**src/shared/ods_defines.vh**
```
// register offsets, field positions, reset values and timing counts
`ifndef ODS_DEFINES_VH
`define ODS_DEFINES_VH

// register offsets (8-bit control port address)
`define ODS_ADDR_W          8
`define ODS_DATA_W          16
`define ODS_OFF_LLINE       8'h3b
`define ODS_OFF_RLINE       8'h3c
`define ODS_OFF_BYPASS      8'h3d
`define ODS_OFF_SRV_ENA     8'h43
`define ODS_OFF_SRV_TRIG    8'h44
`define ODS_OFF_SER_CNT23   8'h47
`define ODS_OFF_SER_CNT01   8'h48
`define ODS_OFF_IRQ_STAT    8'h50
`define ODS_OFF_IRQ_MASK    8'h51

// line output control fields
`define ODS_MUTE_BIT        8
`define ODS_VU_BIT          7
`define ODS_ZC_BIT          6
`define ODS_VOL_MSB         5
`define ODS_VOL_LSB         0

// servo trigger fields: channel i sits at base + i
`define ODS_SINGLE_BASE     12
`define ODS_SERIES_BASE     8
`define ODS_SER_CNT_MSB     6

// reset values
`define ODS_VOL_RST         6'h39
`define ODS_SER_CNT_RST     7'h2a

// timing: one servo update lasts this long
`define ODS_CLK_NS          40
`define ODS_UPD_TIME_NS     640
`define ODS_UPD_CYCLES      (`ODS_UPD_TIME_NS / `ODS_CLK_NS)

`endif

```
**src/hdl/ods_output_regs.v**
```verilog
// control registers for the line output stage, output muxes and dc servo
// How it works
// bit 8 of the right line control register mutes the right line output.
// writing 1 to the line volume update bit applies both line volumes at once.
// bit 6 enables zero-cross gated volume changes on the right line output.
// the 6-bit right volume code runs from -57dB at 0 in 1dB steps to +6dB.
// bit 3 feeds the left headphone mux from the left pga instead of the dac.
// bit 2 feeds the right headphone mux from the right pga instead of the dac.
// bit 1 feeds the left line mux from the left pga instead of the dac.
// bit 0 feeds the right line mux from the right pga instead of the dac.
// the servo enable register holds one enable per output channel, bits 3:0.
// writing 1 to trigger bits 15:12 starts one correction on that channel.
// a single trigger bit reads 1 while its correction runs.
// writing 1 to bit 11 starts a series of corrections on the right line.
// a series trigger bit reads 1 while its series runs.
// bits 10:8 are the series triggers of the other three channels.
// a series performs the series count plus one updates, 1 to 128.
// trigger bits clear when done, and writing 0 neither starts nor aborts.
// a new right volume stays pending until the update bit is written with 1.
//
// Chosen here: the address-and-strobe port.
`include "ods_defines.vh"
`timescale 1ns/1ps
`default_nettype none

module ods_output_regs (
   input  wire        sys_clk,
   input  wire        arst_n,
   input  wire [7:0]  addr,
   input  wire [15:0] wr_data,
   input  wire        wr_stb,
   input  wire        rd_stb,
   output reg  [15:0] rd_data,
   output reg         right_line_mute,
   output reg         right_line_zero_cross_enable,
   output reg  [5:0]  right_line_volume,
   output reg         left_line_mute,
   output reg         left_line_zero_cross_enable,
   output reg  [5:0]  left_line_volume,
   output reg         left_headphone_bypass_select,
   output reg         right_headphone_bypass_select,
   output reg         left_line_bypass_select,
   output reg         right_line_bypass_select,
   output reg  [3:0]  servo_channel_enable,
   output reg  [3:0]  servo_busy,
   output reg  [3:0]  servo_update,
   output reg         irq
);

   localparam CNT_W = 5;
   // last tick of one update, cut to the tick counter width on purpose
   localparam integer     UPD_CYC  = `ODS_UPD_CYCLES - 1;
   localparam [CNT_W-1:0] UPD_LAST = UPD_CYC[CNT_W-1:0];

   // pending volumes and control bits
   reg  [5:0]  r_vol_pend_q;
   reg  [5:0]  l_vol_pend_q;
   reg         r_mute_q;
   reg         r_zc_q;
   reg         l_mute_q;
   reg         l_zc_q;
   reg  [5:0]  r_vol_act_q;
   reg  [5:0]  l_vol_act_q;
   reg  [3:0]  bypass_q;
   reg  [3:0]  srv_ena_q;
   reg  [6:0]  ser_cnt23_q;
   reg  [6:0]  ser_cnt01_q;
   reg  [3:0]  irq_stat_q;
   reg  [3:0]  irq_mask_q;

   // servo engine state, one slot per channel
   reg  [3:0]       single_q;
   reg  [3:0]       series_q;
   reg  [7:0]       remain_q [0:3];
   reg  [CNT_W-1:0] tick_q   [0:3];
   reg  [3:0]       done_q;
   reg  [3:0]       upd_q;

   wire wr_l   = wr_stb && (addr == `ODS_OFF_LLINE);
   wire wr_r   = wr_stb && (addr == `ODS_OFF_RLINE);
   wire wr_trg = wr_stb && (addr == `ODS_OFF_SRV_TRIG);
   wire vu_hit = (wr_l || wr_r) && wr_data[`ODS_VU_BIT];

   // update count for a channel: series count plus one, 1..128
   function [7:0] series_len;
      input [1:0] ch;
      begin
         if (ch[1])
            series_len = {1'b0, ser_cnt23_q} + 8'h01;
         else
            series_len = {1'b0, ser_cnt01_q} + 8'h01;
      end
   endfunction

   // plain read/write registers
   always @(posedge sys_clk or negedge arst_n) begin
      if (!arst_n) begin
         r_vol_pend_q <= `ODS_VOL_RST;
         l_vol_pend_q <= `ODS_VOL_RST;
         r_mute_q     <= 1'b0;
         r_zc_q       <= 1'b0;
         l_mute_q     <= 1'b0;
         l_zc_q       <= 1'b0;
         bypass_q     <= 4'h0;
         srv_ena_q    <= 4'h0;
         ser_cnt23_q  <= `ODS_SER_CNT_RST;
         ser_cnt01_q  <= `ODS_SER_CNT_RST;
         irq_mask_q   <= 4'h0;
      end else if (wr_stb) begin
         case (addr)
            `ODS_OFF_RLINE: begin
               r_mute_q     <= wr_data[`ODS_MUTE_BIT];
               r_zc_q       <= wr_data[`ODS_ZC_BIT];
               r_vol_pend_q <= wr_data[5:0];
            end
            `ODS_OFF_LLINE: begin
               l_mute_q     <= wr_data[`ODS_MUTE_BIT];
               l_zc_q       <= wr_data[`ODS_ZC_BIT];
               l_vol_pend_q <= wr_data[5:0];
            end
            `ODS_OFF_BYPASS:    bypass_q    <= wr_data[3:0];
            `ODS_OFF_SRV_ENA:   srv_ena_q   <= wr_data[3:0];
            `ODS_OFF_SER_CNT23: ser_cnt23_q <= wr_data[6:0];
            `ODS_OFF_SER_CNT01: ser_cnt01_q <= wr_data[6:0];
            `ODS_OFF_IRQ_MASK:  irq_mask_q  <= wr_data[3:0];
            default: begin
            end
         endcase
      end
   end

   // active volumes move only on a write with the update bit set
   always @(posedge sys_clk or negedge arst_n) begin
      if (!arst_n) begin
         r_vol_act_q <= `ODS_VOL_RST;
         l_vol_act_q <= `ODS_VOL_RST;
      end else if (vu_hit) begin
         // both sides together; the word being written counts at once
         r_vol_act_q <= wr_r ? wr_data[5:0] : r_vol_pend_q;
         l_vol_act_q <= wr_l ? wr_data[5:0] : l_vol_pend_q;
      end
   end

   // servo engine: each update lasts a fixed tick count
   integer i;
   always @(posedge sys_clk or negedge arst_n) begin
      if (!arst_n) begin
         single_q <= 4'h0;
         series_q <= 4'h0;
         done_q   <= 4'h0;
         upd_q    <= 4'h0;
         for (i = 0; i < 4; i = i + 1) begin
            remain_q[i] <= 8'h00;
            tick_q[i]   <= {CNT_W{1'b0}};
         end
      end else begin
         done_q <= 4'h0;
         upd_q  <= 4'h0;
         for (i = 0; i < 4; i = i + 1) begin
            if (single_q[i] || series_q[i]) begin
               // a running correction ignores further writes
               if (tick_q[i] == UPD_LAST) begin
                  tick_q[i]   <= {CNT_W{1'b0}};
                  upd_q[i]    <= 1'b1;
                  remain_q[i] <= remain_q[i] - 8'h01;
                  if (remain_q[i] == 8'h01) begin
                     single_q[i] <= 1'b0;
                     series_q[i] <= 1'b0;
                     done_q[i]   <= 1'b1;
                  end
               end else begin
                  tick_q[i] <= tick_q[i] + 1'b1;
               end
            end else if (wr_trg && wr_data[`ODS_SERIES_BASE + i]) begin
               series_q[i] <= 1'b1;
               remain_q[i] <= series_len(i[1:0]);
               tick_q[i]   <= {CNT_W{1'b0}};
            end else if (wr_trg && wr_data[`ODS_SINGLE_BASE + i]) begin
               single_q[i] <= 1'b1;
               remain_q[i] <= 8'h01;
               tick_q[i]   <= {CNT_W{1'b0}};
            end
         end
      end
   end

   // sticky completion status, cleared by reading it; a new event wins
   wire rd_stat = rd_stb && (addr == `ODS_OFF_IRQ_STAT);
   always @(posedge sys_clk or negedge arst_n) begin
      if (!arst_n)
         irq_stat_q <= 4'h0;
      else
         irq_stat_q <= (irq_stat_q & {4{~rd_stat}}) | done_q;
   end

   // read mux, data valid the cycle after the strobe; unmapped reads zero
   reg [15:0] rd_mux;
   always @* begin
      rd_mux = 16'h0000;
      case (addr)
         `ODS_OFF_RLINE:
            rd_mux = {7'h00, r_mute_q, 1'b0, r_zc_q, r_vol_pend_q};
         `ODS_OFF_LLINE:
            rd_mux = {7'h00, l_mute_q, 1'b0, l_zc_q, l_vol_pend_q};
         `ODS_OFF_BYPASS:    rd_mux = {12'h000, bypass_q};
         `ODS_OFF_SRV_ENA:   rd_mux = {12'h000, srv_ena_q};
         `ODS_OFF_SRV_TRIG:
            rd_mux = {single_q, series_q, 8'h00};
         `ODS_OFF_SER_CNT23: rd_mux = {9'h000, ser_cnt23_q};
         `ODS_OFF_SER_CNT01: rd_mux = {9'h000, ser_cnt01_q};
         `ODS_OFF_IRQ_STAT:  rd_mux = {12'h000, irq_stat_q};
         `ODS_OFF_IRQ_MASK:  rd_mux = {12'h000, irq_mask_q};
         default:            rd_mux = 16'h0000;
      endcase
   end

   // registered outputs
   always @(posedge sys_clk or negedge arst_n) begin
      if (!arst_n) begin
         rd_data                       <= 16'h0000;
         right_line_mute               <= 1'b0;
         right_line_zero_cross_enable  <= 1'b0;
         right_line_volume             <= `ODS_VOL_RST;
         left_line_mute                <= 1'b0;
         left_line_zero_cross_enable   <= 1'b0;
         left_line_volume              <= `ODS_VOL_RST;
         left_headphone_bypass_select  <= 1'b0;
         right_headphone_bypass_select <= 1'b0;
         left_line_bypass_select       <= 1'b0;
         right_line_bypass_select      <= 1'b0;
         servo_channel_enable          <= 4'h0;
         servo_busy                    <= 4'h0;
         servo_update                  <= 4'h0;
         irq                           <= 1'b0;
      end else begin
         rd_data                       <= rd_stb ? rd_mux : 16'h0000;
         right_line_mute               <= r_mute_q;
         right_line_zero_cross_enable  <= r_zc_q;
         right_line_volume             <= r_vol_act_q;
         left_line_mute                <= l_mute_q;
         left_line_zero_cross_enable   <= l_zc_q;
         left_line_volume              <= l_vol_act_q;
         left_headphone_bypass_select  <= bypass_q[3];
         right_headphone_bypass_select <= bypass_q[2];
         left_line_bypass_select       <= bypass_q[1];
         right_line_bypass_select      <= bypass_q[0];
         servo_channel_enable          <= srv_ena_q;
         servo_busy                    <= single_q | series_q;
         servo_update                  <= upd_q;
         irq                           <= |(irq_stat_q & irq_mask_q);
      end
   end

endmodule

`default_nettype wire

```
**config.mk**
```make
export PLATFORM = sky130hd
export DESIGN_NAME = ods_output_regs
export DESIGN_NICKNAME = d
export VERILOG_FILES = /design/src/hdl/ods_output_regs.v
export VERILOG_INCLUDE_DIRS = /design/src /design/src/shared
export SDC_FILE = /design/constraint.sdc
export NUM_CORES = 1
export LEC_CHECK = 0
export BUFFER_PORTS_ARGS = -buffer_cell sky130_fd_sc_hd__buf_2
export CAP_MARGIN = 20
export CELL_PAD_IN_SITES_DETAIL_PLACEMENT = 1
export CELL_PAD_IN_SITES_GLOBAL_PLACEMENT = 1
export CORE_MARGIN = 4
export CORE_UTILIZATION = 30
export CTS_BUF_LIST = sky130_fd_sc_hd__clkbuf_2 sky130_fd_sc_hd__clkbuf_4 sky130_fd_sc_hd__clkbuf_8
export CTS_CLUSTER_SIZE = 10
export DETAILED_ROUTE_END_ITERATION = 7
export GPL_TIMING_DRIVEN = 0
export PLACE_DENSITY_LB_ADDON = 0.1
export SLEW_MARGIN = 20
export SYNTH_ARGS = -nofsm -noshare
export SYNTH_HDL_FRONTEND = slang
export SYNTH_SLANG_ARGS = --single-unit
```
**constraint.sdc**
```tcl
create_clock -name sys_clk -period 1.9 [get_ports sys_clk]
set_input_delay 0.19 -clock sys_clk [delete_from_list [all_inputs] [get_ports sys_clk]]
set_output_delay 0.19 -clock sys_clk [all_outputs]
set_load 0.01 [all_outputs]
```
* After elaboration in Yosys (flattened, before gate mapping) *
Cells that the tools add are included.
Widths: inputs -> output; s select.

word-level totals
  flip-flop bits (word level) = 175
  latch bits = 0
  memory bits (writable) = 0
  memory bits (read-only) = 0
  input bits = 28
  output and inout bits = 49
  logic and storage cells = 225
  memories kept = 0

cells by class
  add/sub/neg operators = 10
  multiply operators = 0
  div/mod/pow operators = 0
  $lt $le $gt $ge = 0
  eq/ne operators = 29
  shift-type cells = 0
  muxes and demuxes = 84
  bitwise gates (word level) = 5
  reductions and logical operators = 50

operators with widths
  kind                 count
  $pmux 16 s9          1
  $mux 8               16
  $mux 5               16
  $eq 8x7->1 const B   6
  $mux 1               48
  $eq 8x1->1 const B   4
  $sub 8x1->8 const B  4
  $eq 8x6->1 const B   3
  $reduce_and 2->1     11
  $add 5x1->5 const B  4
  $eq 5x4->1 const B   4
  $add 7x1->8 const B  2
  $mux 16              1
  $ne 2x1->1 const B   8
  $reduce_and 4->1     4
  $reduce_bool 2->1    8
  $logic_and 1x1->1    13
  $mux 6               2
  $reduce_and 3->1     4
  $reduce_bool 3->1    4
  $and 4x4->4          2
  $ne 2x2->1 const B   4
  $or 4x4->4           2
  $logic_or 1x1->1     5
  other kinds (2)      2

* Depth between registers and ports, before layout *
Gate-level depths: netlist of run 1.

  depth after elaboration = 6
  mapped depth = 8

* Worst setup path after synthesis of run 1 *
OpenSTA, ideal clock, no wires.

  path type = input -> register
  start point = input port addr[0]
  end point = register l_vol_act_q[2]
  library setup time = 125 ps
  arrival = 1866 ps
  required time = 1775 ps
  path slack = -91 ps
  stages = 7
  path through = buf_2 > or2_1 > clkbuf_8 > nor3_2 > o211a_1 > buf_4 > mux2_2

between the ends
  longest elaborated chain between the ends = 4
  elaborated cells on any way between the ends = 7

RTL lines
  element                               line                                        text
  start: declaration                    ods_output_regs.v:29                        input wire [7:0] addr,
  $eq 8x6->1                            -
  $logic_and 1x1->1 (on tied branches)  ods_output_regs.v:79, ods_output_regs.v:80
  $logic_or 1x1->1                      ods_output_regs.v:82                        wire vu_hit = (wr_l || wr_r) && wr_data[`ODS_VU_BIT];
  $logic_and 1x1->1                     ods_output_regs.v:82
  end signal: assignment                ods_output_regs.v:136                       l_vol_act_q <= `ODS_VOL_RST;
  end signal: assignment                ods_output_regs.v:140                       l_vol_act_q <= wr_l ? wr_data[5:0] : l_vol_pend_q;
  end: declaration                      ods_output_regs.v:63                        reg [5:0] l_vol_act_q;

Several ways; a longest one is shown, not always the timed one.
A chain may end at the register's enable or synchronous reset.

* Worst setup path after layout of run 1 *
  start point = input port addr[3]
  end point = register srv_ena_q[3]

between the ends
  longest elaborated chain between the ends = 2

RTL lines
  element                     line                   text
  $eq 8x7->1                  ods_output_regs.v:110  case (addr)
  $reduce_and 2->1 (no line)  -
  end signal: assignment      ods_output_regs.v:122  `ODS_OFF_SRV_ENA: srv_ena_q <= wr_data[3:0];
  end: declaration            ods_output_regs.v:65   reg [3:0] srv_ena_q;

No other way between the ends.

==> out/summary.txt, run 1 <==
Ports: 77
Site Rows: 59
maxcap violations: 0
ys async rst share: 100.0%
Setup WS pre-CTS: -746.9 ps
critical setup path kind: primary input to flip-flop
overall routing resource usage: 15.86%
die height: 170.2 µm
RSZ-0062 raised after global routing: no
met2 usage: 25.60%
Leakage: 4.239 nW
routing usage on met3: 2.695%
critical path peak fanout: 7
wire per inst: 19.21 µm
pwr dens: 791.9 nW/µm²
GR Layer Usage met1: 22.11%
clk buf depth: 2
Detail Route Antenna Nets: 0
Post-Syn Instances: 714
1st-pass router iterations: 5
share of post-route cells with drive strength above 1: 29.50%
crit start category: primary input
Final Util: 36.08%
predominant post-synthesis flop cell: dfrtp_1
Max H-tree Level: 4
hold slack: 33.73 ps
largest net degree at the start of global routing: 99
routability cong.: 0.8084
CTS tree: yes
area of the mapped netlist: 7890 µm²
DP HPWL: 16,020 µm
fin crit period: 1887 ps
most frequent cell after synthesis: dfrtp_1
Die ar.: 28,960 µm²
Clock Latency Late Sink: 470 ps
flop-to-flop setup slack: 150 ps
syn_area_per_cell: 11.05 µm²
Routed Wire Length: 22,460 µm
Final Hold Fails: 0
area leader, netlist: dfrtp_1
busiest layer in global routing: met2
setup ws final: 13.18 ps
fin crit share: 99.31%
Initial Util: 30.36%
post-synth top area share: 45.67%
Pwr Total: 7.425 mW
clk slew on worst S/H paths: 120 ps
Post-synth EDFFs: 0
worst vdd ir: 0.0003374 V
worst min-delay path category: primary input to flip-flop
Slew Viols, Final: 0
status: completed
nets: 863
Yosys cell types: 68
sequential area share after synthesis: 55.66%
f_max: 530.0 MHz
commonest cells in the netlist: 144 x dfrtp_1, 77 x nor2_1, 48 x mux2_2
Worst Path Required: 2250 ps
initial antenna violation count: 0
Setup violations, final: 0
ant diodes: 0
Synthesized Nets: 756
Residual DRC: 0
Worst EP arrival: 2240 ps
vias in the first global route: 6,516
Slew @ Worst Pin: 866.9 ps
Yosys reg bits: 174
CTS buffer count: 17
clock skew: 14.96 ps
Die X: 170.2 µm
first-pass GRT wire length: 36,310 µm
Setup TNS Final: 0 ps
Syn. warnings: 0
area grow syn2layout: 18.84%
# port buffers: 74
clock sink count: 174
total core area: 25,980 µm²
slew margin rel.: 41.86%
detailed-route via count: 6,000
CTS root buffer: clkbuf_8
via-per-instance ratio: 5.133
top cells by area, synth: dfrtp_1 46%, dfstp_2 10%, mux2_2 6.9%
First DRT Iteration DRCs: 322
CP endpoint kind: flip-flop
global route total overflow: 0
logic make-up after synthesis:
family	share of synthesized area (%)
adder cells (fa/ha/maj)	2.220
AND/OR/NAND/NOR	14.88
AO/OA/AOI/OAI	14.27
multiplexers	7.358
XOR/XNOR	1.554
flip-flops	55.66
buffers and inverters	4.012
other	0.04753
worst paths after layout:
path,start,to,cells after the start
max,addr[3],srv_ena_q[3]$_DFFE_PN0P_,5
min,wr_data[5],r_vol_act_q[5]$_DFFE_PN1P_,3
max reg2reg,tick_q[15]$_DFFE_PN0P_,remain_q[29]$_DFFE_PN0P_,7
min reg2reg,upd_q[1]$_DFF_PN0_,servo_update[1]$_DFF_PN0_,0
max in group asynchronous,arst_n,ser_cnt23_q[3]$_DFFE_PN1P_,3
min in group asynchronous,arst_n,tick_q[5]$_DFFE_PN0P_,2
what timing repair did:
action,4_1_cts,5_1_grt
gates cloned,0,0
setup endpoints to repair,27,32
buffers inserted,5,1
pin swaps,3,1
hold endpoints to repair,81,0
hold buffers,7,0
resized for setup,8,14
state kept, by name, indices dropped and copies added (netlist names), 6 cells and up:
name	cells
rd_data	15
l_vol_pend_q	6
r_vol_pend_q	6
ser_cnt23_q	7
r_vol_act_q	6
right_line_volume	6
left_line_volume	6
tick_q	20
ser_cnt01_q	7
remain_q	32
l_vol_act_q	6
per-layer routing:
layer | up-vias | share of wire (%)
met5 | - | 0
met4 | 0 | 1.5
met3 | 21 | 3.4
met2 | 102 | 48
met1 | 3081 | 47
li1 | 2796 | -
cells in the final DEF (no fill, tap or decap), types with 4 or more instances in the layout:
master / synthesis / routed
nor3_2: 2 / 4
nand3_1: 29 / 29
buf_6: 6 / 6
nand4_1: 5 / 5
nor3_1: 21 / 17
ha_1: 14 / 12
o21a_1: 10 / 10
o22ai_1: 7 / 7
nand2_1: 45 / 45
dfstp_2: 30 / 30
clkinv_8: 0 / 9
a21oi_1: 38 / 35
a211oi_1: 5 / 5
and3_1: 11 / 11
clkbuf_8: 5 / 22
inv_1: 30 / 30
xnor2_1: 4 / 4
a222oi_1: 5 / 5
dfrtp_1: 144 / 144
o21ai_0: 45 / 45
o21ai_1: 18 / 18
xor2_1: 10 / 10
a21o_1: 8 / 8
buf_2: 3 / 76
a22oi_1: 9 / 9
mux2i_1: 4 / 4
a31oi_1: 6 / 5
mux2_2: 48 / 48
buf_4: 4 / 10
nor2_1: 77 / 73
dlygate4sd3_1: 0 / 7
a221oi_1: 7 / 7
per-stage QoR:
stage | cell area, µm² | cells
after floorplan | 7896 | 714
after global placement | 8686 | 1123
after detailed placement | 8728 | 1124
after CTS | 9320 | 1168
after global routing | 9376 | 1169
final | 9376 | 1169
worst max-delay path, stage by stage:
cell and delay (ps):
buf_2 170, or3b_2 530, nor3_1 730, nand2_1 280
mux2_2 330
area by class of cell:
| class | count | area, µm² |
|---|---|---|
| repair buffers | 88 | 523.0 |
| clock inverters | 15 | 224.0 |
| fillers | 2923 | 16610 |
| multi-input cells | 486 | 3263 |
| inverters | 32 | 122.6 |
| plain buffers | 22 | 198.9 |
| clock buffers | 17 | 234.0 |
| flip-flops and latches | 174 | 4392 |
| well taps | 335 | 419.2 |
report_power, final:
part | switching, mW | leakage, nW | internal (mW)
combinational | 0.364 | 1.84 | 0.225
sequential | 0.132 | 2.18 | 3.87
clock | 1.76 | 0.221 | 1.07
No activity file was read; power rests on OpenSTA's default activity.
==> inputs of run 2 (changes only) <==
--- a/config.mk
+++ b/config.mk
@@ -6,12 +6,13 @@
 export SDC_FILE = /design/constraint.sdc
 export NUM_CORES = 1
 export LEC_CHECK = 0
+export ABC_AREA = 1
 export BUFFER_PORTS_ARGS = -buffer_cell sky130_fd_sc_hd__buf_2
 export CAP_MARGIN = 20
 export CELL_PAD_IN_SITES_DETAIL_PLACEMENT = 1
 export CELL_PAD_IN_SITES_GLOBAL_PLACEMENT = 1
 export CORE_MARGIN = 4
-export CORE_UTILIZATION = 30
+export CORE_UTILIZATION = 46
 export CTS_BUF_LIST = sky130_fd_sc_hd__clkbuf_2 sky130_fd_sc_hd__clkbuf_4 sky130_fd_sc_hd__clkbuf_8
 export CTS_CLUSTER_SIZE = 10
 export DETAILED_ROUTE_END_ITERATION = 7
==> out/summary.txt, run 2 <==
status: completed
post-synth top area share: 43.58%
clk buf depth: 2
Finished Cell Area: 9493 µm²
CTS root buffer: clkbuf_8
slew margin rel.: 55.78%
global route total overflow: 0
post-CTS setup buffers: 0
Worst Path Required: 2320 ps
Slew @ Worst Pin: 663.4 ps
Ports: 77
wire per inst: 16.56 µm
Yosys reg bits: 174
Synthesized Nets: 1,057
commonest non-fill, non-tap cell in the layout: nand2_1
Die X: 142.1 µm
Leakage: 4.792 nW
area of the multi-input gates: 3405 µm²
ant diodes: 0
detailed-route via count: 6,908
syn_area_per_cell: 8.147 µm²
Critical Path Max Stage Delay: 460 ps
Clock Latency Late Sink: 480 ps
clock skew: 12.18 ps
commonest non-fill, non-tap cells in the layout: 379 x nand2_1, 144 x dfrtp_1, 101 x nor2_1, 97 x inv_1, 78 x buf_2
vias in the first global route: 7,273
top cells by area, synth: dfrtp_1 44%, nand2_1 17%, dfstp_2 9.5%
RSZ-0062 raised after global routing: no
Storage cell area: 4392 µm²
Die ar.: 20,190 µm²
routability cong.: 0.8519
critical path's most frequent cell: nand2_1
clk slew on worst S/H paths: 100 ps
Final Hold Fails: 0
first-pass GRT wire length: 37,290 µm
Hold Startpoint: wr_data[4]
CTS buffer count: 17
largest net degree at the start of global routing: 90
overall routing resource usage: 23.37%
Post-synth EDFFs: 0
commonest cells in the netlist: 379 x nand2_1, 144 x dfrtp_1, 103 x nor2_1
CP Cell Sequence: nor2_4 -> inv_1 -> clkbuf_1 -> nor2_4 -> nand2_1 -> nand2_1 -> nand2_1 -> nand2_1
Post-Syn Instances: 1,015
slowest cell on the critical path: dfrtp_1
initial antenna violation count: 1
area grow syn2layout: 14.80%
hold path depth: 3
worst min-delay path category: primary input to flip-flop
Fill cells: 2,181
max reg flops: 32
Setup WS pre-CTS: 24.30 ps
FF-to-FF path depth: 8
via-per-instance ratio: 5.094
Gate power share: 5.3%
Setup violations, final: 0
maxcap violations: 0
worst r2r src: single_q[2]$_DFFE_PN0P_
most frequent cell after synthesis: nand2_1
CTS tree: yes
Post-Layout Cell Count: 1,356
worst vdd ir: 0.0004228 V
DP HPWL: 16,450 µm
pwr dens: 747.9 nW/µm²
# port buffers: 74
Initial Util: 47.32%
area of the mapped netlist: 8269 µm²
Yosys cell types: 35
clock share of power: 40.2%
Psw: 1.834 mW
share of post-route cells with drive strength above 1: 16.71%
Routed Wire Length: 22,460 µm
Top reg by flops: remain_q
internal power: 5.265 mW
critical path peak fanout: 10
Area after DPL: 8959 µm²
crit start category: flip-flop
setup ws final: 170.3 ps
total core area: 17,480 µm²
nets: 1,160
Worst EP arrival: 2150 ps
Max H-tree Level: 4
Setup crit start: single_q[2]$_DFFE_PN0P_
Site Rows: 48
ys async rst share: 100.0%
Syn. warnings: 0
Slew Viols, Final: 0
switch share: 25.83%
clock sink count: 174
Setup TNS Final: 0 ps
Largest regs: remain_q: 32 flops, tick_q: 20 flops, rd_data: 15 flops
CP endpoint kind: flip-flop
area leader, netlist: dfrtp_1
1st-pass router iterations: 4
predominant post-synthesis flop cell: dfrtp_1
First DRT Iteration DRCs: 344
Reg power frac: 54.5%
die height: 142.1 µm
fin crit period: 1730 ps
sequential area share after synthesis: 53.11%
f_max: 578.1 MHz
fin crit share: 91.04%
Residual DRC: 0
placed cell count: 1,315
critical setup path kind: flip-flop to flip-flop
Detail Route Antenna Nets: 0
-- run 2: cell types whose count changed after synthesis, moves of 11 or more --
cell,delta
o21ai_1,-12
nand2_1,+334
inv_1,+67
mux2_2,-48
o21ai_0,+29
and3_1,-11
a21oi_1,-27
nand4_1,+12
nor3_1,-13
nor2_1,+26
-- run 2: timing repair --
item / 4_1_cts / 5_1_grt
setup endpoints to repair: 7 / 18
resized for setup: 1 / 3
endpoints found under the hold margin: 90 / 0
pin swaps: 0 / 0
hold buffers: 9 / 0
-- run 2: stage by stage --
step           utilization (%)  hold slack [ps]  power (mW)
6_report                 54.32            47.39       7.099
3_3_place_gp             51.05            332.4       4.274
5_1_grt                  54.32            46.09       7.372
4_1_cts                  54.26            24.29       7.181
2_1_floorplan                -           -105.6       4.067
3_5_place_dp             51.26            249.1       4.301
-- run 2: worst max-delay path: cells and delay by family, from the launching register on --
kind          cells  cell delay, ps
buf+inv           2             400
flops             1             460
simple gates      6             810
-- run 2: logic make-up after synthesis --
kind of cell	after synthesis	synth area share, %
other cells	1	0.04535
simple gates	574	29.41
fa+ha+maj	14	2.118
flops	174	53.11
xor+xnor	24	2.542
buf+inv	121	5.901
compound gates	107	6.870
-- run 2: path summary, 6_finish.rpt --
| path | end | slack, ps |
|---|---|---|
| max reg2reg | remain_q[10]$_DFFE_PN0P_ | 170 |
| min in group asynchronous | right_line_volume[2]$_DFF_PN0_ | 290 |
| min reg2reg | servo_update[2]$_DFF_PN0_ | 360 |
| min | l_vol_pend_q[4]$_DFFE_PN1N_ | 50 |
| max in group asynchronous | ser_cnt23_q[3]$_DFFE_PN1P_ | 710 |
| max | remain_q[10]$_DFFE_PN0P_ | 170 |
-- run 2: layout make-up --
type / instances / area share, %
clock buffer: 17 / 2.465
inverter: 107 / 4.284
timing repair buffer: 84 / 5.246
buffer: 14 / 0.8567
multi-input combinational: 720 / 35.86
clock inverter: 15 / 2.056
sequential: 174 / 46.26
tap: 225 / 2.966
-- run 2: routing by layer --
metal / vias to the layer above / share of wire [%] / GRT usage, %
met1: 3387 / 45 / 30.95
met4: 2 / 1.4 / 5.758
met5: - / 0.031 / 0
li1: 3386 / - / -
met3: 26 / 3.9 / 3.562
met2: 107 / 49 / 40.50
-- run 2: power groups by stage --
stage          Combinational (mW)  Clock [mW]  Sequential [mW]
3_3_place_gp                0.343           0             3.93
3_5_place_dp                0.364           0             3.94
4_1_cts                     0.382        2.93             3.87
5_1_grt                     0.422        3.07             3.88
6_report                    0.374        2.86             3.87
2_1_floorplan               0.137           0             3.93
